File: src/verilog/timer8_pkg.sv
/*
  Constants for the dual 8-bit timer/event counter: register indices,
  mode control field positions, clock select codes and reset values.
  Assumes a word-addressed Avalon-MM slave where the address is the index.
*/
`default_nettype none

package timer8_pkg;

  // --------------------------------------------------------------
  // register indices (word addresses)
  // --------------------------------------------------------------
  localparam logic [31:0] IDX_CLOCK_SELECT_0 = 32'hFFFFF5C4;
  localparam logic [31:0] IDX_CLOCK_SELECT_1 = 32'hFFFFF5C5;
  localparam logic [31:0] IDX_MODE_CONTROL_0 = 32'hFFFFF5C6;
  localparam logic [31:0] IDX_MODE_CONTROL_1 = 32'hFFFFF5C7;
  localparam logic [31:0] IDX_COUNT_VALUE_0  = 32'hFFFFF5D0;
  localparam logic [31:0] IDX_COUNT_VALUE_1  = 32'hFFFFF5D1;
  localparam logic [31:0] IDX_COMPARE_0      = 32'hFFFFF5D2;
  localparam logic [31:0] IDX_COMPARE_1      = 32'hFFFFF5D3;

  // --------------------------------------------------------------
  // mode control fields
  // --------------------------------------------------------------
  localparam int BIT_RUN      = 7;
  localparam int BIT_PWM      = 6;
  localparam int BIT_CHAIN    = 4;
  localparam int BIT_FF_SET   = 3;
  localparam int BIT_FF_CLEAR = 2;
  localparam int BIT_INV_POL  = 1;
  localparam int BIT_OUT_EN   = 0;

  // bits that are stored; set/clear and bit 5 are not
  localparam logic [7:0] MODE_STORE_MASK  = 8'hD3;
  localparam logic [7:0] MODE_RESET       = 8'h00;
  localparam logic [7:0] COMPARE_RESET    = 8'h00;
  localparam logic [7:0] COUNT_FULL       = 8'hFF;
  localparam logic [2:0] CLOCK_SEL_RESET  = 3'h0;

  // set/clear pair codes
  localparam logic [1:0] FF_KEEP  = 2'h0;
  localparam logic [1:0] FF_CLEAR = 2'h1;
  localparam logic [1:0] FF_SET   = 2'h2;

  // --------------------------------------------------------------
  // count clock select codes
  // --------------------------------------------------------------
  localparam logic [2:0] CLK_EV_FALL  = 3'h0;
  localparam logic [2:0] CLK_EV_RISE  = 3'h1;
  localparam logic [2:0] CLK_DIV1     = 3'h2;
  localparam logic [2:0] CLK_DIV2     = 3'h3;
  localparam logic [2:0] CLK_DIV4     = 3'h4;
  localparam logic [2:0] CLK_DIV64    = 3'h5;
  localparam logic [2:0] CLK_DIV256   = 3'h6;
  localparam logic [2:0] CLK_EXT_TICK = 3'h7;

endpackage : timer8_pkg

`default_nettype wire
File: src/verilog/timer8_mode_control_ops.sv
/*
  Two 8-bit timer/event counters with mode control, compare, clock select
  and a 16-bit cascade of channel 1 onto channel 0, behind an Avalon-MM
  slave with waitrequest. Assumes one clock, inputs synchronous to it,
  word addressing (address equals register index), data in bits 7:0.
*/
// Behaviour
// - run bit low clears and holds counter; high lets it count
// - pwm_select_bit 0 gives clear-on-match, 1 gives free-running PWM
// - chain_select_bit 1 chains channel 1 onto channel 0 as 16 bits
// - chain_select_bit of channel 0 is fixed at zero
// - set/clear pair 00 keeps, 01 clears, 10 sets; 11 never written
// - set/clear pair ignored while PWM mode is selected
// - set and clear bits always read back as zero
// - bit 1 enables toggle on match, or picks PWM active level
// - output enable low drives pin low, high drives output state
// - mode and output bits reach the pin even while stopped
// - PWM output forced inactive while run bit is zero
// - mode control register byte and bit access, resets to zero
// - interval match clears counter, keeps counting, raises interrupt
// - interval match repeats every N+1 count clocks, N 00 to FF
// - event mode counts selected edge; code 0 falling, 1 rising
// - event mode match after N+1 valid edges, counter reset
// - square wave toggles output on each match, clears, interrupts
// - PWM width from compare, polarity bit, enable gates pin
// - counter steps on each count clock tick and is read-only
// - PWM active on overflow, inactive at match, period 256
// - cascade compares full 16 bits, match only on full equality
`timescale 1ns/1ps
`default_nettype none

module timer8_mode_control_ops
  import timer8_pkg::*;
#(
  parameter int ADDR_W = 32
) (
  // clock and reset
  input  wire logic              clk,
  input  wire logic              rstn,
  // avalon-mm slave
  input  wire logic [ADDR_W-1:0] address,
  input  wire logic              read,
  input  wire logic              write,
  input  wire logic [31:0]       writedata,
  input  wire logic [3:0]        byteenable,
  output logic      [31:0]       readdata,
  output logic                   waitrequest,
  // board side
  input  wire logic [1:0]        event_input_pin,
  input  wire logic [1:0]        count_ext_tick,
  output logic      [1:0]        timer_output_pin,
  // interrupt requests
  output logic      [1:0]        match_interrupt
);

  // --------------------------------------------------------------
  // elaboration check
  // --------------------------------------------------------------
  if (ADDR_W != 32) begin : g_addr_check
    $error("ADDR_W must be 32");
  end
  if (MODE_STORE_MASK[BIT_FF_SET] || MODE_STORE_MASK[BIT_FF_CLEAR]) begin : g_pair_check
    $error("set/clear bits must not be stored");
  end
  if (!MODE_STORE_MASK[BIT_CHAIN] || !MODE_STORE_MASK[BIT_RUN]) begin : g_mask_check
    $error("run and chain bits must be stored");
  end
  if (MODE_RESET != 8'h00) begin : g_reset_check
    $error("mode control must reset to zero");
  end
  if (COUNT_FULL != 8'hFF) begin : g_full_check
    $error("count must wrap after 256 clocks");
  end
  if (FF_KEEP != 2'h0 || FF_CLEAR == FF_SET) begin : g_code_check
    $error("set/clear codes are malformed");
  end
  if (COMPARE_RESET != 8'h00 || CLOCK_SEL_RESET != 3'h0) begin : g_zero_check
    $error("compare and clock select must reset to zero");
  end

  // --------------------------------------------------------------
  // state
  // --------------------------------------------------------------
  typedef struct packed {
    logic [1:0][7:0] mode;
    logic [1:0][2:0] clk_sel;
    logic [1:0][7:0] compare;
    logic [1:0][7:0] pwm_compare;
    logic [1:0][7:0] count;
    logic [1:0]      out_ff;
    logic [1:0]      pwm_active;
    logic [1:0]      ev_prev;
    logic [7:0]      prescale;
    logic [1:0]      irq;
    logic [1:0]      pin;
    logic [31:0]     rdata;
    logic            wait_req;
  } state_s;

  state_s state_reg;
  state_s state_next;

  // --------------------------------------------------------------
  // register helpers
  // --------------------------------------------------------------
  function automatic logic [31:0] mode_index(input int ch);
    return (ch == 0) ? IDX_MODE_CONTROL_0 : IDX_MODE_CONTROL_1;
  endfunction : mode_index

  function automatic logic [31:0] clock_index(input int ch);
    return (ch == 0) ? IDX_CLOCK_SELECT_0 : IDX_CLOCK_SELECT_1;
  endfunction : clock_index

  function automatic logic [31:0] compare_index(input int ch);
    return (ch == 0) ? IDX_COMPARE_0 : IDX_COMPARE_1;
  endfunction : compare_index

  function automatic logic [7:0] mode_store(input int ch, input logic [7:0] d);
    logic [7:0] v;
    v = d & MODE_STORE_MASK;
    if (ch == 0) begin
      v[BIT_CHAIN] = 1'b0;
    end
    return v;
  endfunction : mode_store

  function automatic logic apply_pair(input logic cur, input logic [1:0] code);
    logic v;
    v = cur;
    unique case (code)
      FF_CLEAR: v = 1'b0;
      FF_SET:   v = 1'b1;
      default:  v = cur;
    endcase
    return v;
  endfunction : apply_pair

  function automatic logic [7:0] read_mux(input state_s s, input logic [ADDR_W-1:0] a);
    logic [7:0] v;
    v = 8'h00;
    unique case (a)
      IDX_MODE_CONTROL_0: v = s.mode[0];
      IDX_MODE_CONTROL_1: v = s.mode[1];
      IDX_CLOCK_SELECT_0: v = {5'h00, s.clk_sel[0]};
      IDX_CLOCK_SELECT_1: v = {5'h00, s.clk_sel[1]};
      IDX_COUNT_VALUE_0:  v = s.count[0];
      IDX_COUNT_VALUE_1:  v = s.count[1];
      IDX_COMPARE_0:      v = s.compare[0];
      IDX_COMPARE_1:      v = s.compare[1];
      default:            v = 8'h00;
    endcase
    return v;
  endfunction : read_mux

  // --------------------------------------------------------------
  // count clock selection
  // --------------------------------------------------------------
  function automatic logic sel_tick(input logic [2:0] sel, input logic rise,
                                    input logic fall, input logic [7:0] pre,
                                    input logic ext);
    logic t;
    t = 1'b0;
    unique case (sel)
      CLK_EV_FALL:  t = fall;
      CLK_EV_RISE:  t = rise;
      CLK_DIV1:     t = 1'b1;
      CLK_DIV2:     t = pre[0];
      CLK_DIV4:     t = &pre[1:0];
      CLK_DIV64:    t = &pre[5:0];
      CLK_DIV256:   t = &pre;
      CLK_EXT_TICK: t = ext;
    endcase
    return t;
  endfunction : sel_tick

  // --------------------------------------------------------------
  // next state
  // --------------------------------------------------------------
  logic [1:0]  tick;
  logic        cascade;
  logic        bus_go;
  logic [15:0] wide_count;
  logic [15:0] wide_compare;
  logic [7:0]  mode_w;
  logic [7:0]  rd8;
  logic [7:0]  cnt_inc;
  logic [1:0]  ev_rise;
  logic [1:0]  ev_fall;
  logic [1:0]  run_on;
  logic [1:0]  pwm_on;

  always_comb begin
    state_next          = state_reg;
    state_next.irq      = 2'h0;
    state_next.wait_req = 1'b1;
    state_next.prescale = state_reg.prescale + 8'h01;
    state_next.ev_prev  = event_input_pin;
    cascade             = state_reg.mode[1][BIT_CHAIN];
    wide_count          = {state_reg.count[1], state_reg.count[0]};
    wide_compare        = {state_reg.compare[1], state_reg.compare[0]};
    bus_go              = 1'b0;
    mode_w              = 8'h00;
    rd8                 = 8'h00;
    cnt_inc             = 8'h00;

    // --------------------------------------------------------------
    // event edges, count clock and mode decode per channel
    // --------------------------------------------------------------
    ev_rise             = event_input_pin & ~state_reg.ev_prev;
    ev_fall             = ~event_input_pin & state_reg.ev_prev;
    for (int i = 0; i < 2; i++) begin
      tick[i]   = sel_tick(state_reg.clk_sel[i], ev_rise[i], ev_fall[i],
                           state_reg.prescale, count_ext_tick[i]);
      run_on[i] = state_reg.mode[i][BIT_RUN];
      pwm_on[i] = state_reg.mode[i][BIT_PWM];
    end

    // --------------------------------------------------------------
    // per-channel counting
    // --------------------------------------------------------------
    for (int i = 0; i < 2; i++) begin
      cnt_inc = state_reg.count[i] + 8'h01;
      if (!run_on[i]) begin
        state_next.count[i]      = 8'h00;
        state_next.pwm_active[i] = 1'b0;
      end else if (tick[i]) begin
        if (pwm_on[i]) begin
          state_next.count[i] = cnt_inc;
          if (state_reg.count[i] == COUNT_FULL) begin
            state_next.pwm_compare[i] = state_reg.compare[i];
            state_next.pwm_active[i]  = (state_reg.compare[i] != 8'h00);
          end else if (cnt_inc == state_reg.pwm_compare[i]) begin
            state_next.pwm_active[i] = 1'b0;
            state_next.irq[i]        = 1'b1;
          end
        end else if (state_reg.count[i] == state_reg.compare[i]) begin
          state_next.count[i] = 8'h00;
          state_next.irq[i]   = 1'b1;
          if (state_reg.mode[i][BIT_INV_POL]) begin
            state_next.out_ff[i] = ~state_reg.out_ff[i];
          end
        end else begin
          state_next.count[i] = cnt_inc;
        end
      end
    end

    // --------------------------------------------------------------
    // cascade: channel 0 clock and run steer the 16-bit pair
    // --------------------------------------------------------------
    if (cascade) begin
      state_next.irq       = 2'h0;
      state_next.out_ff[0] = state_reg.out_ff[0];
      if (!run_on[0]) begin
        state_next.count[0] = 8'h00;
        state_next.count[1] = 8'h00;
      end else if (tick[0]) begin
        if (wide_count == wide_compare) begin
          state_next.count[0] = 8'h00;
          state_next.count[1] = 8'h00;
          state_next.irq[0]   = 1'b1;
          if (state_reg.mode[0][BIT_INV_POL]) begin
            state_next.out_ff[0] = ~state_reg.out_ff[0];
          end
        end else begin
          {state_next.count[1], state_next.count[0]} = wide_count + 16'h0001;
        end
      end
    end

    // --------------------------------------------------------------
    // bus write, answered one cycle after the request appears
    // --------------------------------------------------------------
    if ((read || write) && state_reg.wait_req) begin
      state_next.wait_req = 1'b0;
    end
    bus_go = write && !state_reg.wait_req && byteenable[0];
    if (bus_go) begin
      for (int i = 0; i < 2; i++) begin
        if (address == mode_index(i)) begin
          mode_w             = mode_store(i, writedata[7:0]);
          state_next.mode[i] = mode_w;
          if (!mode_w[BIT_PWM]) begin
            state_next.out_ff[i] = apply_pair(state_next.out_ff[i],
                                              writedata[BIT_FF_SET:BIT_FF_CLEAR]);
          end
        end
        if (address == clock_index(i)) begin
          state_next.clk_sel[i] = writedata[2:0];
        end
        if (address == compare_index(i)) begin
          state_next.compare[i] = writedata[7:0];
        end
      end
    end

    // --------------------------------------------------------------
    // bus read, data stands while waitrequest is low
    // --------------------------------------------------------------
    if (read && state_reg.wait_req) begin
      rd8              = read_mux(state_reg, address);
      state_next.rdata = {24'h000000, rd8};
    end

    // --------------------------------------------------------------
    // output pin, independent of run except PWM inactive level
    // --------------------------------------------------------------
    for (int i = 0; i < 2; i++) begin
      if (!state_reg.mode[i][BIT_OUT_EN]) begin
        state_next.pin[i] = 1'b0;
      end else if (state_reg.mode[i][BIT_PWM]) begin
        state_next.pin[i] = state_reg.pwm_active[i] ^ state_reg.mode[i][BIT_INV_POL];
      end else begin
        state_next.pin[i] = state_reg.out_ff[i];
      end
    end
  end

  // --------------------------------------------------------------
  // state register
  // --------------------------------------------------------------
  always_ff @(posedge clk or negedge rstn) begin
    if (!rstn) begin
      state_reg             <= '0;
      state_reg.mode        <= {MODE_RESET, MODE_RESET};
      state_reg.clk_sel     <= {CLOCK_SEL_RESET, CLOCK_SEL_RESET};
      state_reg.compare     <= {COMPARE_RESET, COMPARE_RESET};
      state_reg.pwm_compare <= {COMPARE_RESET, COMPARE_RESET};
      state_reg.wait_req    <= 1'b1;
    end else begin
      state_reg <= state_next;
    end
  end

  // --------------------------------------------------------------
  // outputs
  // --------------------------------------------------------------
  assign readdata         = state_reg.rdata;
  assign waitrequest      = state_reg.wait_req;
  assign timer_output_pin = state_reg.pin;
  assign match_interrupt  = state_reg.irq;

endmodule : timer8_mode_control_ops

`default_nettype wire

File: config.mk
export PLATFORM = sky130hd
export DESIGN_NAME = timer8_mode_control_ops
export DESIGN_NICKNAME = d
export VERILOG_FILES = /design/src/verilog/timer8_pkg.sv /design/src/verilog/timer8_mode_control_ops.sv
export SDC_FILE = /design/constraint.sdc
export NUM_CORES = 1
export LEC_CHECK = 0
export ABC_AREA = 1
export BUFFER_PORTS_ARGS = -buffer_cell sky130_fd_sc_hd__buf_4
export CORE_ASPECT_RATIO = 1.4
export CORE_UTILIZATION = 45
export CTS_CLUSTER_SIZE = 12
export DETAILED_ROUTE_END_ITERATION = 6
export HOLD_SLACK_MARGIN = 0.02
export MAX_ROUTING_LAYER = met4
export PLACE_DENSITY = 0.64
export SYNTH_ARGS = -nofsm -noshare
export SYNTH_HDL_FRONTEND = slang
export SYNTH_SLANG_ARGS = --single-unit
File: constraint.sdc
create_clock -name clk -period 2.3 [get_ports clk]
set_clock_uncertainty 0.15 [all_clocks]
set_input_delay 0.46 -clock clk [delete_from_list [all_inputs] [get_ports clk]]
set_output_delay 0.46 -clock clk [all_outputs]
set_load 0.05 [all_outputs]
==> metrics.txt <==
final routed wire length divided by cell count 14.6 µm; most used cells in the layout excluding fill and tap cells nand2_1, dfrtp_1, inv_1, buf_4, nor2_1; post-synth top area share 0.376; count of cells along the worst register-to-register path 11; placed wire-length estimate after detailed placement between 10 and 15 mm; final critical path time including I/O delays and setup 2.12 ns; length of the first detailed-routing pass in iterations 5; flop-to-flop setup slack 0.18 ns; worst supply voltage drop on vdd 0.323 mV; post-placement cell count 1058; Reg2Reg Capture Point state_reg[59]; highest attainable clock frequency 472 MHz; share of layout cells above drive strength 1 0.139; number of diodes 0; number of vias after detailed routing 5504; CTS root buf clkbuf_16; power density cells 511 nW/µm²; per-cell via count in the routed design about 5.1; largest net degree at the start of global routing 43; post-route core utilization 0.535; effective utilization at floorplan 0.462; Fin Setup TNS 0 ns; Min-Delay Startpoint event_input_pin[1]; Largest register FFs 72; DRC violations left 0; count of antenna-violating nets left after detailed routing 0; CTS tree done; kind of launch point of the worst setup path register; clock share of power 0.465; count of unique library cells instantiated by Yosys 41; area of the mapped netlist 5920 µm²; growth of design area from synthesis to finish 15.7%; combined global-route utilization of all metal layers 0.250; number of buffers created by CTS 9; worst hold-check path type in2reg; I/O pin count 113; floorplan row count 49; top post-synthesis cells by area dfrtp_1, nand2_1, nand3_1; largest stage delay on the critical path 0.38 ns; Std-Cell Core Area approximately 13000 µm²; most common cell after layout, fill and taps aside nand2_1; port buffer count 61; Final setup violation count 0; cell breakdown of the critical path ha_1 > buf_4 > a21oi_1 > nand2_1 > nand3b_1 > nand2_1 > inv_1 > nand2_2 > nand2_1 > nand2_1 > o21ai_0; vias in the first global route ~5200; sequential share of the synthesized area 0.381; CTS clock-pin slew for the worst setup and hold paths 0.06 ns; syn avg cell area between 6 and 7 µm²; endpoint of the worst hold-timing path state_reg[46]; die outline height 138 µm; Crit Reg-Reg Startpoint state_reg[37]; Crit. Startpoint state_reg[37]; first-iteration detailed-routing DRC count 227; leakage power 0.00343 µW; number of maximum-capacitance violations 0; Tcrit/Tclk final 0.922; combinational share of power 0.081; RSZ-0062 raised after global routing no; number of synthesized register bits 90; number of post-CTS setup repair buffers 0; Internal Dissipation 2650 µW; wire length reported by the detailed router between 15 and 20 mm; Warnings, synthesis 0; reported net switching power about 840 µW; worst path required time 2.40 ns; net switching share of the total power 0.241; most numerous cell on the critical path nand2_1; total overflow reported by the global router 0; cell with the largest stage delay on the worst path dfrtp_1; global placer's final weighted congestion 0.945; maximum count of clock buffers along a single path 2; post-route total power 3500 µW; sink count of the clock tree 90; total count of max-transition violations in the final report 0; final hold violation count 0; Layout Nets 997; critical path class reg2reg; Post-Synthesis Cells 852; Worst Hold Depth 1; die boundary width between 90 and 100 µm; CP Data Arrival Time 2.22 ns; largest fanout on the critical path 8; CP endpoint kind register; cell taking the most area after synthesis dfrtp_1; Max H-tree Level 3; clock network latency to the later pin of the worst-skew pair 0.35 ns; number of standard cells in the layout, taps in and fillers out 1074; wire length of the first global-routing pass between 20 and 30 mm; register share of total power 0.455; antenna violations before repair 0; status completed; Die Area ~14000 µm²
==> power by group through the flow <==
stage               Combinational, µW  Sequential, µW  Clock, µW
finish                            283            1590       1630
global route                      310            1590       1710
CTS                               286            1590       1660
detailed placement                284            1620          0
global placement                  282            1620          0
floorplan                         169            1630          0
==> synth_stat cells <==
library cell  instances
o21ai_0              51
nand3_1              70
dfrtp_1              89
nand4_1              32
buf_1                 1
nor4_1                3
nor3_1                5
nand3_2               5
o21ai_2               4
inv_2                 1
nand2_1             287
o21bai_1              4
a21oi_1              10
nand2_2               5
inv_4                 2
buf_4                36
nor2_1               73
nor3_4                1
xor2_1               11
inv_1                86
nor2_4                4
or2_2                 1
nand3b_1              8
xnor2_1               9
nor3b_1               2
nand3_4               1
a21boi_0              1
nand2_4               1
buf_2                13
dfstp_2               1
nor2_2                2
o22ai_1               6
o21ai_1              14
conb_1                1
o2111ai_1             1
and2_0                1
nor2_8                1
o211ai_1              2
clkbuf_1              2
a31oi_1               1
ha_1                  4
==> how the worst max path moves through the flow <==
stage	to	slack, ns
CTS	state_reg[82]	0.16
global route	match_interrupt[0]	0.02
floorplan	state_reg[71]	0.36
global placement	state_reg[105]	0.06
detailed placement	state_reg[106]	0.03
finish	state_reg[59]	0.18
==> layout make-up <==
type	instances	area, µm²
repair buffers	83	663
multi-input cells	644	3080
flip-flops and latches	90	2250
inverters	89	339
clock buffers	10	239
clock inverters	5	86.3
fillers	1306	5960
well taps	153	191
==> timing repair <==
action / 4_1_cts / 5_1_grt
resized for setup: 0 / 3
endpoints found under the hold margin: 29 / 0
endpoints found under the setup margin: 0 / 10
hold buffers: 1 / 0
==> worst max-delay path, delay by kind of cell, from the launching register on <==
family          cells  cell delay [ns]
buf+inv             2             0.25
fa+ha+maj           1             0.21
flops               1             0.38
simple gates        6             0.67
compound gates      2             0.35
==> stage by stage <==
stage	hold slack (ns)	instance area, µm²	worst slack [ns]
after floorplan	0.0144	6010	0.360
after global placement	0.280	6500	0.0634
after detailed placement	0.280	6500	0.0326
after CTS	0.0643	6840	0.157
after global routing	0.0645	6850	0.0234
final	0.0747	6850	0.179
==> per-layer routing <==
| metal | wire (µm) | track usage |
|---|---|---|
| met5 | 0 | - |
| met4 | 465 | 0.110 |
| met3 | 583 | 0.0391 |
| met2 | 7890 | 0.426 |
| met1 | 6770 | 0.292 |
==> kinds of logic after synthesis <==
family	share of synthesized area
XOR/XNOR	0.0296
buffers and inverters	0.116
adder cells (fa/ha/maj)	0.00845
AND/OR/NAND/NOR	0.378
flip-flops	0.381
AO/OA/AOI/OAI	0.0871
other	0.000633
No activity file was read; power rests on OpenSTA's default activity.
